File: config.mk
export PLATFORM = sky130hd
export DESIGN_NAME = lcd_std_exec_flat
export DESIGN_NICKNAME = d
export VERILOG_FILES = /design/src/lcd_std_pkg.sv /design/src/lcd_std_if.sv /design/src/lcd_blink_timer.sv /design/src/lcd_std_exec.sv /design/src/flat_wrapper.sv
export SDC_FILE = /design/constraint.sdc
export NUM_CORES = 2
export LEC_CHECK = 0
export BUFFER_PORTS_ARGS = -buffer_cell sky130_fd_sc_hd__buf_4
export CAP_MARGIN = 10
export CORE_ASPECT_RATIO = 2
export CORE_UTILIZATION = 25
export DETAILED_ROUTE_END_ITERATION = 10
export GPL_ROUTABILITY_DRIVEN = 0
export PLACE_DENSITY = 0.47
export SLEW_MARGIN = 20
export SYNTH_ARGS = -nofsm -noshare
export SYNTH_HDL_FRONTEND = slang
export SYNTH_SLANG_ARGS = --single-unit
File: constraint.sdc
create_clock -name clk_sys_i -period 4.94 [get_ports clk_sys_i]
set_clock_uncertainty 0.05 [all_clocks]
set_input_delay 0.988 -clock clk_sys_i [delete_from_list [all_inputs] [get_ports clk_sys_i]]
set_output_delay 0.988 -clock clk_sys_i [all_outputs]
set_load 0.01 [all_outputs]
File: src/lcd_std_pkg.sv
// Shared constants for the standard instruction group of the character
// display controller. Assumes one oscillator clock drives both ends.
package lcd_std_pkg;

  // ***********************************************************
  // Instruction encodings
  // ***********************************************************
  localparam logic [7:0] OP_CLEAR     = 8'h01;
  localparam logic [7:0] OP_DISP_BASE = 8'h08;
  localparam logic [7:0] OP_DDR_BASE  = 8'h80;
  localparam int unsigned DISP_BIT_ON = 2;
  localparam int unsigned DISP_BIT_CUR = 1;
  localparam int unsigned DISP_BIT_BLK = 0;

  // ***********************************************************
  // Values and address layout
  // ***********************************************************
  localparam logic [7:0] BLANK_CODE    = 8'h20;
  localparam logic [6:0] LINE1_LAST    = 7'h27;
  localparam logic [6:0] LINE2_FIRST   = 7'h40;
  localparam logic [6:0] LINE2_LAST    = 7'h67;
  localparam logic [6:0] ONE_LINE_LAST = 7'h4f;
  localparam logic [5:0] SHIFT_LAST    = 6'h27;
  localparam int unsigned RAM_WORDS    = 128;
  localparam int unsigned DISP_CHARS   = 80;
  localparam logic [4:0] CURSOR_DOTS   = 5'h1f;

  // ***********************************************************
  // Timing in oscillator cycles
  // ***********************************************************
  localparam int unsigned CLEAR_CYCLES = 165;
  localparam int unsigned HOST_MARGIN  = 2;
  localparam int unsigned OFF_SETTLE   = 3;
  localparam int unsigned BLINK_DIV_CYC = 52224;

endpackage

File: src/lcd_std_if.sv
// Instruction link between host and display controller.
// Assumes both ends run on the same oscillator clock.
`timescale 1ns/1ns
interface lcd_std_if;
  logic       req;            // One-cycle request pulse
  logic       register_select;
  logic       read_en;
  logic [7:0] wdata;
  logic [7:0] rdata;
  logic       rvalid;         // One-cycle answer pulse

  modport dev  (input req, register_select, read_en, wdata, output rdata, rvalid);
  modport host (output req, register_select, read_en, wdata, input rdata, rvalid);
endinterface

File: src/lcd_blink_timer.sv
// Blink phase generator for the cursor character.
// Assumes a free-running oscillator clock.
`timescale 1ns/1ns
module lcd_blink_timer #(
  parameter int unsigned DIV = 52224
) (
  // Clock and reset
  input  wire logic clk_sys_i,
  input  wire logic rst_i,
  // Phase
  output logic      phase_o
);
  localparam int unsigned HALF = DIV / 2;
  localparam logic [16:0] HALF_M1 = 17'(HALF - 1);

  logic [16:0] cnt_reg;
  logic [16:0] cnt_next;
  logic        phase_reg;
  logic        phase_next;

  // ***********************************************************
  // Half-period counter
  // ***********************************************************
  // Phase flips every half period, so a full period is DIV cycles
  always_comb
  begin
    cnt_next   = cnt_reg + 17'h00001;
    phase_next = phase_reg;
    if (cnt_reg == HALF_M1)
    begin
      cnt_next   = 17'h00000;
      phase_next = ~phase_reg;
    end
  end

  always_ff @(posedge clk_sys_i or posedge rst_i)
  begin
    if (rst_i)
    begin
      cnt_reg   <= 17'h00000;
      phase_reg <= 1'b0;
    end
    else
    begin
      cnt_reg   <= cnt_next;
      phase_reg <= phase_next;
    end
  end

  assign phase_o = phase_reg;
endmodule

File: src/lcd_std_exec.sv
// Display controller end: decodes and executes the standard instruction
// group, holds display and glyph RAM. Assumes the host keeps its waits.
// Functional notes
// - Clear fills display RAM with 20h
// - Clear zeroes counter, unshifts, keeps auto-scroll
// - Clear forces increment direction
// - Host waits 165 cycles after clear
// - Host blanks manually where 20h not blank
// - Home zeroes counter and shift only
// - Entry mode steps counter after data access
// - Auto-scroll shifts display on display writes
// - Reads and glyph accesses never auto-scroll
// - Glyph access suppresses cursor and blink
// - Display off powers down, keeps RAM
// - Host waits three cycles before oscillator stop
// - Instructions still run while display off
// - Cursor is five dots on row eight
// - Blink alternates at oscillator over 52224
// - Move/scroll instruction touches no RAM
// - Two-line cursor wraps after position 40
// - Scroll keeps counter, cursor move steps it
// - Glyph pointer loads bits 5-0, keeps 6
// - Host clears counter bit 6 before glyph writes
// - Display pointer loads 7 bits, selects display
// - Standard group only while select bit low
// - Status read gives busy and counter
`timescale 1ns/1ns
module lcd_std_exec
  import lcd_std_pkg::*;
#(
  parameter int unsigned BLINK_DIV = lcd_std_pkg::BLINK_DIV_CYC
) (
  // Clock and reset
  input  wire logic       clk_sys_i,
  input  wire logic       rst_i,
  // Instruction link
  lcd_std_if.dev          bus,
  // Mode inputs
  input  wire logic       ext_set_i,
  input  wire logic       two_line_i,
  // Display RAM scan port
  input  wire logic [6:0] scan_addr_i,
  output logic      [7:0] scan_data_o,
  // Display state
  output logic            display_on_o,
  output logic            power_down_o,
  output logic      [4:0] cursor_dots_o,
  output logic            char_all_on_o,
  output logic      [5:0] shift_offset_o,
  output logic      [6:0] addr_o,
  output logic            glyph_sel_o,
  output logic            busy_o
);
  import lcd_std_pkg::*;

  typedef enum logic {ST_IDLE = 1'b0, ST_CLEAR = 1'b1} state_t;

  state_t      state_reg, state_next;
  logic [7:0]  clr_cnt_reg, clr_cnt_next;
  logic [6:0]  ac_reg, ac_next;
  logic [5:0]  shift_reg, shift_next;
  logic        glyph_reg, glyph_next;
  logic        inc_reg, inc_next;
  logic        scroll_reg, scroll_next;
  logic        disp_reg, disp_next;
  logic        cur_reg, cur_next;
  logic        blk_reg, blk_next;
  logic [7:0]  rdata_reg, rdata_next;
  logic        rvalid_reg, rvalid_next;
  logic [7:0]  scan_reg;
  logic        ram_we, glyph_we;
  logic [6:0]  ram_addr;
  logic [7:0]  ram_wdata;
  logic        blink_phase;
  logic [7:0]  display_ram [RAM_WORDS];
  logic [4:0]  glyph_ram [RAM_WORDS];

  // ***********************************************************
  // Helpers
  // ***********************************************************
  // Display targets wrap per line; glyph targets wrap over 7 bits
  function automatic logic [6:0] ac_step(input logic [6:0] ac, input logic up,
                                         input logic two, input logic glyph);
    logic [6:0] r;
    r = up ? ac + 7'h01 : ac - 7'h01;
    if (!glyph && two)
    begin
      if (up && ac == LINE1_LAST) r = LINE2_FIRST;
      else if (up && ac == LINE2_LAST) r = 7'h00;
      else if (!up && ac == 7'h00) r = LINE2_LAST;
      else if (!up && ac == LINE2_FIRST) r = LINE1_LAST;
    end
    else if (!glyph)
    begin
      if (up && ac == ONE_LINE_LAST) r = 7'h00;
      else if (!up && ac == 7'h00) r = ONE_LINE_LAST;
    end
    return r;
  endfunction

  // One offset for all lines, so characters never spill between lines
  function automatic logic [5:0] shift_move(input logic [5:0] s, input logic left);
    logic [5:0] r;
    if (left)
      r = (s == SHIFT_LAST) ? 6'h00 : s + 6'h01;
    else
      r = (s == 6'h00) ? SHIFT_LAST : s - 6'h01;
    return r;
  endfunction

  // ***********************************************************
  // Instruction execution
  // ***********************************************************
  // Status read is served in every state; other requests only when idle
  always_comb
  begin
    state_next   = state_reg;
    clr_cnt_next = clr_cnt_reg;
    ac_next      = ac_reg;
    shift_next   = shift_reg;
    glyph_next   = glyph_reg;
    inc_next     = inc_reg;
    scroll_next  = scroll_reg;
    disp_next    = disp_reg;
    cur_next     = cur_reg;
    blk_next     = blk_reg;
    rdata_next   = rdata_reg;
    rvalid_next  = 1'b0;
    ram_we       = 1'b0;
    glyph_we     = 1'b0;
    ram_addr     = ac_reg;
    ram_wdata    = bus.wdata;
    if (bus.req && !bus.register_select && bus.read_en)
    begin
      rdata_next  = {(state_reg == ST_CLEAR), ac_reg};
      rvalid_next = 1'b1;
    end
    case (state_reg)
      ST_CLEAR:
      begin
        ram_we       = 1'b1;
        ram_addr     = clr_cnt_reg[6:0];
        ram_wdata    = BLANK_CODE;
        clr_cnt_next = clr_cnt_reg + 8'h01;
        if (clr_cnt_reg == 8'(CLEAR_CYCLES - 1))
          state_next = ST_IDLE;
      end
      ST_IDLE:
      begin
        // Runs whatever the display-on bit is
        if (bus.req && !bus.register_select && !bus.read_en && !ext_set_i)
        begin
          casez (bus.wdata)
            8'b1???????:
            begin
              ac_next    = bus.wdata[6:0];
              glyph_next = 1'b0;
            end
            8'b01??????:
            begin
              ac_next    = {ac_reg[6], bus.wdata[5:0]};
              glyph_next = 1'b1;
            end
            8'b0001????:
            begin
              // No RAM strobe here
              if (bus.wdata[3])
                shift_next = shift_move(shift_reg, ~bus.wdata[2]);
              else
                ac_next = ac_step(ac_reg, bus.wdata[2], two_line_i, glyph_reg);
            end
            8'b00001???:
            begin
              disp_next = bus.wdata[DISP_BIT_ON];
              cur_next  = bus.wdata[DISP_BIT_CUR];
              blk_next  = bus.wdata[DISP_BIT_BLK];
            end
            8'b000001??:
            begin
              inc_next    = bus.wdata[1];
              scroll_next = bus.wdata[0];
            end
            8'b0000001?:
            begin
              ac_next    = 7'h00;
              shift_next = 6'h00;
            end
            8'b00000001:
            begin
              state_next   = ST_CLEAR;
              clr_cnt_next = 8'h00;
              ac_next      = 7'h00;
              shift_next   = 6'h00;
              inc_next     = 1'b1;
            end
            default:
            begin
              ac_next = ac_reg;
            end
          endcase
        end
        else if (bus.req && bus.register_select)
        begin
          ac_next = ac_step(ac_reg, inc_reg, two_line_i, glyph_reg);
          if (bus.read_en)
          begin
            rdata_next  = glyph_reg ? {3'h0, glyph_ram[ac_reg]} : display_ram[ac_reg];
            rvalid_next = 1'b1;
          end
          else if (glyph_reg)
            glyph_we = 1'b1;
          else
          begin
            ram_we = 1'b1;
            if (scroll_reg)
              shift_next = shift_move(shift_reg, inc_reg);
          end
        end
      end
      default:
      begin
        state_next = ST_IDLE;
      end
    endcase
  end

  always_ff @(posedge clk_sys_i or posedge rst_i)
  begin
    if (rst_i)
    begin
      state_reg   <= ST_IDLE;
      clr_cnt_reg <= 8'h00;
      ac_reg      <= 7'h00;
      shift_reg   <= 6'h00;
      glyph_reg   <= 1'b0;
      inc_reg     <= 1'b1;
      scroll_reg  <= 1'b0;
      disp_reg    <= 1'b0;
      cur_reg     <= 1'b0;
      blk_reg     <= 1'b0;
      rdata_reg   <= 8'h00;
      rvalid_reg  <= 1'b0;
    end
    else
    begin
      state_reg   <= state_next;
      clr_cnt_reg <= clr_cnt_next;
      ac_reg      <= ac_next;
      shift_reg   <= shift_next;
      glyph_reg   <= glyph_next;
      inc_reg     <= inc_next;
      scroll_reg  <= scroll_next;
      disp_reg    <= disp_next;
      cur_reg     <= cur_next;
      blk_reg     <= blk_next;
      rdata_reg   <= rdata_next;
      rvalid_reg  <= rvalid_next;
    end
  end

  // ***********************************************************
  // Memories
  // ***********************************************************
  // No reset on the arrays; contents survive display off
  always_ff @(posedge clk_sys_i)
  begin
    if (ram_we)
      display_ram[ram_addr] <= ram_wdata;
    if (glyph_we)
      glyph_ram[ac_reg] <= bus.wdata[4:0];  // Upper three bits are don't care
    scan_reg <= display_ram[scan_addr_i];
  end

  lcd_blink_timer #(
    .DIV       (BLINK_DIV)
  ) u_blink (
    .clk_sys_i (clk_sys_i),
    .rst_i     (rst_i),
    .phase_o   (blink_phase)
  );

  // ***********************************************************
  // Outputs
  // ***********************************************************
  // Cursor effects are gated off while the pointer targets glyph RAM
  assign cursor_dots_o  = (cur_reg && !glyph_reg) ? CURSOR_DOTS : 5'h00;
  assign char_all_on_o  = blk_reg && !glyph_reg && blink_phase;
  assign display_on_o   = disp_reg;
  assign power_down_o   = ~disp_reg;
  assign shift_offset_o = shift_reg;
  assign addr_o         = ac_reg;
  assign glyph_sel_o    = glyph_reg;
  assign busy_o         = (state_reg == ST_CLEAR);
  assign scan_data_o    = scan_reg;
  assign bus.rdata      = rdata_reg;
  assign bus.rvalid     = rvalid_reg;
endmodule

File: src/flat_wrapper.sv
// flat-port wrapper written by rule: the top's interface ports become plain ports
module lcd_std_exec_flat import lcd_std_pkg::*;
#(
  parameter int unsigned BLINK_DIV = lcd_std_pkg::BLINK_DIV_CYC
)
  (clk_sys_i, rst_i, ext_set_i, two_line_i, scan_addr_i, scan_data_o, display_on_o, power_down_o, cursor_dots_o, char_all_on_o, shift_offset_o, addr_o, glyph_sel_o, busy_o, bus_req, bus_register_select, bus_read_en, bus_wdata, bus_rdata, bus_rvalid);
  lcd_std_if bus_i ();
  input  wire logic clk_sys_i;
  input  wire logic rst_i;
  input  wire logic ext_set_i;
  input  wire logic two_line_i;
  input  wire logic [6:0] scan_addr_i;
  output logic      [7:0] scan_data_o;
  output logic display_on_o;
  output logic power_down_o;
  output logic      [4:0] cursor_dots_o;
  output logic char_all_on_o;
  output logic      [5:0] shift_offset_o;
  output logic      [6:0] addr_o;
  output logic glyph_sel_o;
  output logic busy_o;
  input wire logic [$bits(bus_i.req)-1:0] bus_req;
  input wire logic [$bits(bus_i.register_select)-1:0] bus_register_select;
  input wire logic [$bits(bus_i.read_en)-1:0] bus_read_en;
  input wire logic [$bits(bus_i.wdata)-1:0] bus_wdata;
  output wire logic [$bits(bus_i.rdata)-1:0] bus_rdata;
  output wire logic [$bits(bus_i.rvalid)-1:0] bus_rvalid;
  assign bus_i.req = bus_req;
  assign bus_i.register_select = bus_register_select;
  assign bus_i.read_en = bus_read_en;
  assign bus_i.wdata = bus_wdata;
  assign bus_rdata = bus_i.rdata;
  assign bus_rvalid = bus_i.rvalid;
  lcd_std_exec #(.BLINK_DIV(BLINK_DIV)) u_core (.clk_sys_i(clk_sys_i), .rst_i(rst_i), .bus(bus_i), .ext_set_i(ext_set_i), .two_line_i(two_line_i), .scan_addr_i(scan_addr_i), .scan_data_o(scan_data_o), .display_on_o(display_on_o), .power_down_o(power_down_o), .cursor_dots_o(cursor_dots_o), .char_all_on_o(char_all_on_o), .shift_offset_o(shift_offset_o), .addr_o(addr_o), .glyph_sel_o(glyph_sel_o), .busy_o(busy_o));
endmodule
## Yosys cells after proc, flatten, opt, wreduce, memory -nomap -nowiden

Memory sizes are Yosys's and may differ from the RTL's. A register that Yosys moved wholly into a read port is not among the register bits.
Cells that the tools add are included.

- $add $sub $neg: 6
- Multipliers: 0
- Div/mod/pow operators: 0
- Magnitude comparators: 0
- Equal/unequal tests: 23
- Shifts and indexed selects: 0
- Muxes and demuxes: 71
- Bitwise gates (word level): 3
- Reduce and logical (&&, ||, !) cells: 40

Operators by type and width:

| kind | number |
|---|---|
| $mux W7 | 22 |
| $mux W8 | 9 |
| $mux W6 | 10 |
| $pmux W7 S4 | 1 |
| $eq A7 B7 Y1 const B | 3 |
| $mux W1 | 21 |
| $logic_and A1 B1 Y1 | 19 |
| $add A17 B1 Y17 const B | 1 |
| $eq A17 B15 Y1 const B | 1 |
| $mux W17 | 1 |
| $pmux W8 S2 | 1 |
| $pmux W6 S2 | 1 |
| $reduce_and A3 Y1 | 4 |
| $ne A3 B3 Y1 const B | 3 |
| $add A8 B1 Y8 const B | 1 |
| $eq A8 B1 Y1 const B | 1 |
| $eq A8 B8 Y1 const B | 1 |
| $pmux W1 S2 | 4 |
| $reduce_bool A2 Y1 | 4 |
| $add A7 B1 Y7 const B | 1 |
| $eq A7 B1 Y1 const B | 1 |
| $eq A7 B6 Y1 const B | 1 |
| $logic_not A7 Y1 | 1 |
| $reduce_and A7 Y1 | 1 |
| 20 further kinds | 30 |

- Bits in registers: 55
- Bits in latches: 0
- Memory bits (writable): 1664
- Memory bits (read-only): 0
- Bits of input ports: 22
- Output and inout bits: 40
- Logic and storage cells: 160
- Memories kept: 2

Memories:

| name | words | bits a word | read ports | clocked after memory_dff | wr ports | RTL line | text |
|---|---|---|---|---|---|---|---|
| u_core.display_ram | 128 | 8 | 2 | 1 | 1 | lcd_std_exec.sv:75 | `logic [7:0] display_ram [RAM_WORDS];` |
| u_core.glyph_ram | 128 | 5 | 1 | 0 | 1 | lcd_std_exec.sv:76 | `logic [4:0] glyph_ram [RAM_WORDS];` |

## Depth between registers and ports, before layout

- Depth in word-level cells: 10
- Mapped depth: 14
- Mapped depth without buffers: 9

## Modules after synthesis

A second synthesis with hierarchy kept.

- Cells, all modules: 4608
- Area total of the unflattened synthesis: 76315.7 um2

By module, submodules not included:

| module | instances | cells an instance | area each (um2) | seq. area each (um2) |
|---|---|---|---|---|
| lcd_std_exec | 1 | 4533 | 75452.4 | 51055.2 |
| lcd_blink_timer | 1 | 75 | 863.3 | 450.4 |

## Least setup slack after synthesis

Ideal clock, no wire load.

- Kind: input port to flip-flop
- Start: input port bus_wdata[2]
- End: register u_core.scroll_reg
- Library setup time: 0.126 ns
- Arrival time: 5.625 ns
- Data required time: 4.764 ns
- Slack: -0.861 ns
- Stages on the path: 5
- Path buffers: 2
- Cell sequence: clkbuf_1 buf_1 nor2b_1 nand3b_1 mux2_2

- Cells in the longest elaborated chain, start to end: 2

Ends and longest elaborated chain:

| what | RTL line | text |
|---|---|---|
| start: declaration | flat_wrapper.sv:25 | `input wire logic [$bits(bus_i.wdata)-1:0] bus_wdata;` |
| $eq A6 B1 Y1 | lcd_std_exec.sv:153 | `casez (bus.wdata)` |
| $reduce_and A3 Y1 (no line) | -- |  |
| end signal: assignment | lcd_std_exec.sv:252 | `scroll_reg <= scroll_next;` |
| end: declaration | lcd_std_exec.sv:64 | `logic scroll_reg, scroll_next;` |

Every way passes these cells.
A chain may end at the register's enable or synchronous reset.

## Final worst setup path

- Start: register u_core.ac_reg[0], in the netlist u_core.addr_o[0]
- End: register u_core.rdata_reg[6], in the netlist u_core.bus.rdata[6]

- Cells in the longest elaborated chain, start to end: 6

Ends and longest elaborated chain:

| what | RTL line | text |
|---|---|---|
| start: declaration | lcd_std_exec.sv:60 | `logic [6:0] ac_reg, ac_next;` |
| start signal: assignment | lcd_std_exec.sv:248 | `ac_reg <= ac_next;` |
| $mem_v2 Z128 W8 | -- |  |
| $mux W8 | lcd_std_exec.sv:207 | `rdata_next = glyph_reg ? {3'h0, glyph_ram[ac_reg]} : display_ram[ac_reg];` |
| $mux W8 | lcd_std_exec.sv:205 | `if (bus.read_en)` |
| $mux W8 | lcd_std_exec.sv:202 | `else if (bus.req && bus.register_select)` |
| $mux W8 | lcd_std_exec.sv:151 | `if (bus.req && !bus.register_select && !bus.read_en && !ext_set_i)` |
| $mux W8 | lcd_std_exec.sv:138 | `case (state_reg)` |
| net u_core.rdata_next[6] | lcd_std_exec.sv:68 | `logic [7:0] rdata_reg, rdata_next;` |
| end signal: assignment | lcd_std_exec.sv:256 | `rdata_reg <= rdata_next;` |
| end: declaration | lcd_std_exec.sv:68 |  |

The timed path passes the listed nets, and every way through them passes these cells.

==> impl_metrics.py <==
metrics = {
    "run_status": {
        "run_status": "finished, final reports clean",
    },
    "global_routing": {
        "number_of_global_route_vias_before_repair": 51800,
        "total_grt_overflow": 0,
        "groute.usage.overall": 0.223,
        "grt_max_degree": 117,
        "number_of_antenna_violations_at_the_first_check_in_global_routing": 20,
        "grt_first_pass_wirelength_mm": 466,
    },
    "synth": {
        "yosys_warnings": 0,
        "synth_area_mm2": 0.0765,
        "count_of_unique_library_cells_instantiated_by_yosys": 84,
        "ys_async_sr_fraction": 0.0318,
        "yosysSeqAreaShare": 0.674,
        "yosys_most_used_dff": "sky130_fd_sc_hd__edfxtp_1",
        "postSynthAreaPerCell_um2": 16.6,
        "syn_inst": 4594,
        "ys_ff_latch": 1727,
        "synth_edf_count": 1664,
        "syn-num-nets": 4624,
    },
    "final_layout": {
        "most_frequent_standard_cell_in_the_layout_excluding_fill_and_tap_cells": "sky130_fd_sc_hd__edfxtp_1",
        "number_of_nets_in_the_final_layout": 5011,
        "final_cell_mix": "sky130_fd_sc_hd__edfxtp_1, sky130_fd_sc_hd__buf_4, sky130_fd_sc_hd__mux4_2",
        "largest_register_ff_count": 1024,
        "areaGrowthSynthToFinish_pct": 18.1,
        "stdcell_area_mm2": 0.0903,
        "utilization_of_the_core_after_routing": 0.297,
        "final_non_filler_cells": 9162,
        "final_layout_size_suffix_gt1_frac": 0.276,
    },
    "cts": {
        "clk_pin_slew_worst_setup_hold_paths_ns": 0.08,
        "cts-htree-levels": 4,
        "cts_hold_buffers": 0,
        "number_of_buffers_added_by_the_clock_tree_synthesis_step": 162,
        "post_cts.repair.setup_buffers": 0,
        "cts.repair.resized": 0,
        "cts.sinks": 1727,
        "ctsRootBufferMaster": "sky130_fd_sc_hd__clkbuf_16",
        "tritoncts_clock_tree": "done",
        "worstSkewPairLatency_ns": 0.87,
        "max_root_sink_buffers": 4,
    },
    "route": {
        "detail_route.iter0.violations": 6266,
        "wl_per_cell_um": 38.1,
        "met3_length_mm": 21.0,
        "num_vias": 51000,
        "drcViolationCount": 0,
        "vias_per_cell": 5.56,
        "ant_nets": 0,
        "met2RoutedLength_mm": 179,
        "drt_wl_total_mm": 349,
        "first_pass_iters": 6,
        "detail_route.wirelength.met1_mm": 107,
        "top_layer_used": "met5",
    },
    "floorplan": {
        "die_y_um": 784,
        "ports": 62,
        "core_box_area_mm2": 0.304,
        "placement_rows": 286,
        "start_util": 0.252,
        "die_width_um": 393,
        "dieArea_mm2": 0.308,
    },
    "placement": {
        "io_buffer_count": 61,
        "dpl_cell_area_mm2": 0.0850,
        "place_hpwl_mm": 251,
        "placed_cells_incl_taps": 8848,
    },
    "setup_path": {
        "critical-path-slowest-cell": "sky130_fd_sc_hd__dfrtp_4",
        "arrival_time_of_the_worst_setup_path_ns": 5.26,
        "timing.critical_path.to_type": "register",
        "timing.reg2reg.worst_path_depth": 9,
        "critical_path_required_ns": 5.63,
        "cpPeakStageDelay_ns": 0.93,
        "type_of_the_worst_setup_path": "register to register",
        "critical_path.startpoint_type": "register",
        "timing.critical_path.cells": "buf_4 > buf_4 > nor4b_1 > a2111oi_0 > a31oi_1 > nor4_1 > nand4_1 > nor4_1 > o22ai_1",
        "maximum_fanout_encountered_on_the_critical_timing_path": 40,
    },
    "timing": {
        "final.setup.tns_ns": 0,
        "final_hold_viol_count": 0,
        "worst_slew_margin_relative_to_its_limit": 0.189,
        "tightest_slew_ns": 1.21,
        "post_layout_min_period_ns": 4.57,
        "maxSlewViolCount": 0,
        "setup_repair_after_global_routing_missed_its_margin": "no",
        "setup_viol_count_final": 0,
        "fmax_mhz": 219,
        "layout_worst_path_cycle_share": 0.926,
    },
    "worst_hold_path": {
        "hold_class": "primary input to asynchronous set/reset pin",
    },
    "job": {
        "drv.max_cap_violation_count": 0,
    },
    "pwr": {
        "p_leak_nw": 28.3,
        "max-vdd-ir-drop_mv": 0.377,
        "power-per-cell-area_mw_per_mm2": 498,
    },
}
## layer usage
layer	track usage	vias up
li1	-	19900
met3	0.0356	1094
met4	0.223	14
met2	0.396	2992
met5	0	-
met1	0.213	26900
## worst max-delay path, delay by kind of cell (launching register included)
family | cells | cell delay, ns
AOI/OAI and AO/OA | 3 | 0.91
buffers and inverters | 2 | 0.73
DFF | 1 | 0.93
and+or+nand+nor | 4 | 1.66
## per-stage QoR
stage | power [mW] | hold slack (ns) | setup WS (ns)
2_1_floorplan | 23.4 | 0.389 | 0.597
3_3_place_gp | 31.7 | 0.406 | 0.588
3_5_place_dp | 31.7 | 0.411 | 0.566
4_1_cts | 44.7 | 0.188 | 0.583
5_1_grt | 45.5 | 0.200 | 0.509
6_report | 44.9 | 0.179 | 0.367
## cells in the mapped netlist (10+ instances only)
master,instances,share of area
sky130_fd_sc_hd__edfxtp_1,1664,0.65
sky130_fd_sc_hd__mux4_2,380,0.11
sky130_fd_sc_hd__nor2_1,357,0.018
sky130_fd_sc_hd__a22oi_1,209,0.021
sky130_fd_sc_hd__a221oi_1,187,0.021
sky130_fd_sc_hd__nand2_1,175,0.0086
sky130_fd_sc_hd__mux2_2,157,0.023
sky130_fd_sc_hd__clkbuf_1,149,0.0073
sky130_fd_sc_hd__buf_2,129,0.0084
sky130_fd_sc_hd__mux2i_1,126,0.016
sky130_fd_sc_hd__a21oi_1,121,0.0079
sky130_fd_sc_hd__o21ai_0,109,0.0071
sky130_fd_sc_hd__dfrtp_1,54,0.018
sky130_fd_sc_hd__a221o_1,48,0.0063
sky130_fd_sc_hd__a22o_1,48,0.0055
sky130_fd_sc_hd__nand3_1,39,0.0026
sky130_fd_sc_hd__buf_1,38,0.0019
sky130_fd_sc_hd__buf_4,38,0.0037
sky130_fd_sc_hd__o211ai_1,38,0.0037
sky130_fd_sc_hd__nor2b_1,33,0.0027
sky130_fd_sc_hd__a31oi_1,31,0.0025
sky130_fd_sc_hd__nor3_1,27,0.0018
sky130_fd_sc_hd__o2bb2ai_1,27,0.0031
sky130_fd_sc_hd__o22ai_1,23,0.0019
sky130_fd_sc_hd__nand4_1,19,0.0016
sky130_fd_sc_hd__and3_1,18,0.0015
sky130_fd_sc_hd__a222oi_1,17,0.0022
sky130_fd_sc_hd__buf_6,15,0.0022
sky130_fd_sc_hd__nand2b_1,15,0.0012
sky130_fd_sc_hd__o221ai_1,14,0.0016
sky130_fd_sc_hd__a211oi_1,13,0.0013
sky130_fd_sc_hd__inv_1,13,0.00064
sky130_fd_sc_hd__nor4_1,13,0.0011
sky130_fd_sc_hd__nor4b_1,13,0.0015
sky130_fd_sc_hd__a2111oi_0,12,0.0014
sky130_fd_sc_hd__and2_1,12,0.00098
sky130_fd_sc_hd__and4_1,12,0.0014
sky130_fd_sc_hd__xor2_1,12,0.0014
sky130_fd_sc_hd__o31ai_1,11,0.0011
sky130_fd_sc_hd__xnor2_1,11,0.0013
sky130_fd_sc_hd__a41oi_1,10,0.0011
## kinds of logic after synthesis
logic type / after synthesis / synth area share
buf+inv: 386 / 0.0244
fa+ha+maj: 8 / 0.00131
simple gates: 787 / 0.0485
compound gates: 993 / 0.0970
mux: 670 / 0.153
flops: 1727 / 0.674
xor+xnor: 23 / 0.00263
## report_power, final
part,internal [mW],switching [mW],leakage (nW)
Sequential,16.2,0.491,15.7
Combinational,4.66,10.5,10.0
Clock,7.19,5.90,2.53
## cell type report
cell class,count,area (um2)
sequential,1727,51500
fill,30000,214000
inverter,17,72.6
timing repair buffer,592,5070
tap,4032,5040
clock buffer,194,4240
clock inverter,91,1000
antenna,28,70.1
multi-input combinational,2481,23300
## path summary, 6_finish.rpt
kind | start | endpoint | slack, ns
worst max-delay path | u_core.addr_o[0] | u_core.bus.rdata[6] | 0.37
worst min-delay path | rst_i | u_core.shift_offset_o[3] | 0.18
worst max register to register | u_core.addr_o[0] | u_core.bus.rdata[6] | 0.37
worst min register to register | u_core.u_blink.cnt_reg[4] | u_core.u_blink.cnt_reg[4] | 0.42
max in group asynchronous | rst_i | u_core.addr_o[0] | 3.63
min in group clk_sys_i | bus_wdata[7] | u_core.glyph_sel_o | 0.36
(Power assumes the default switching activity.)
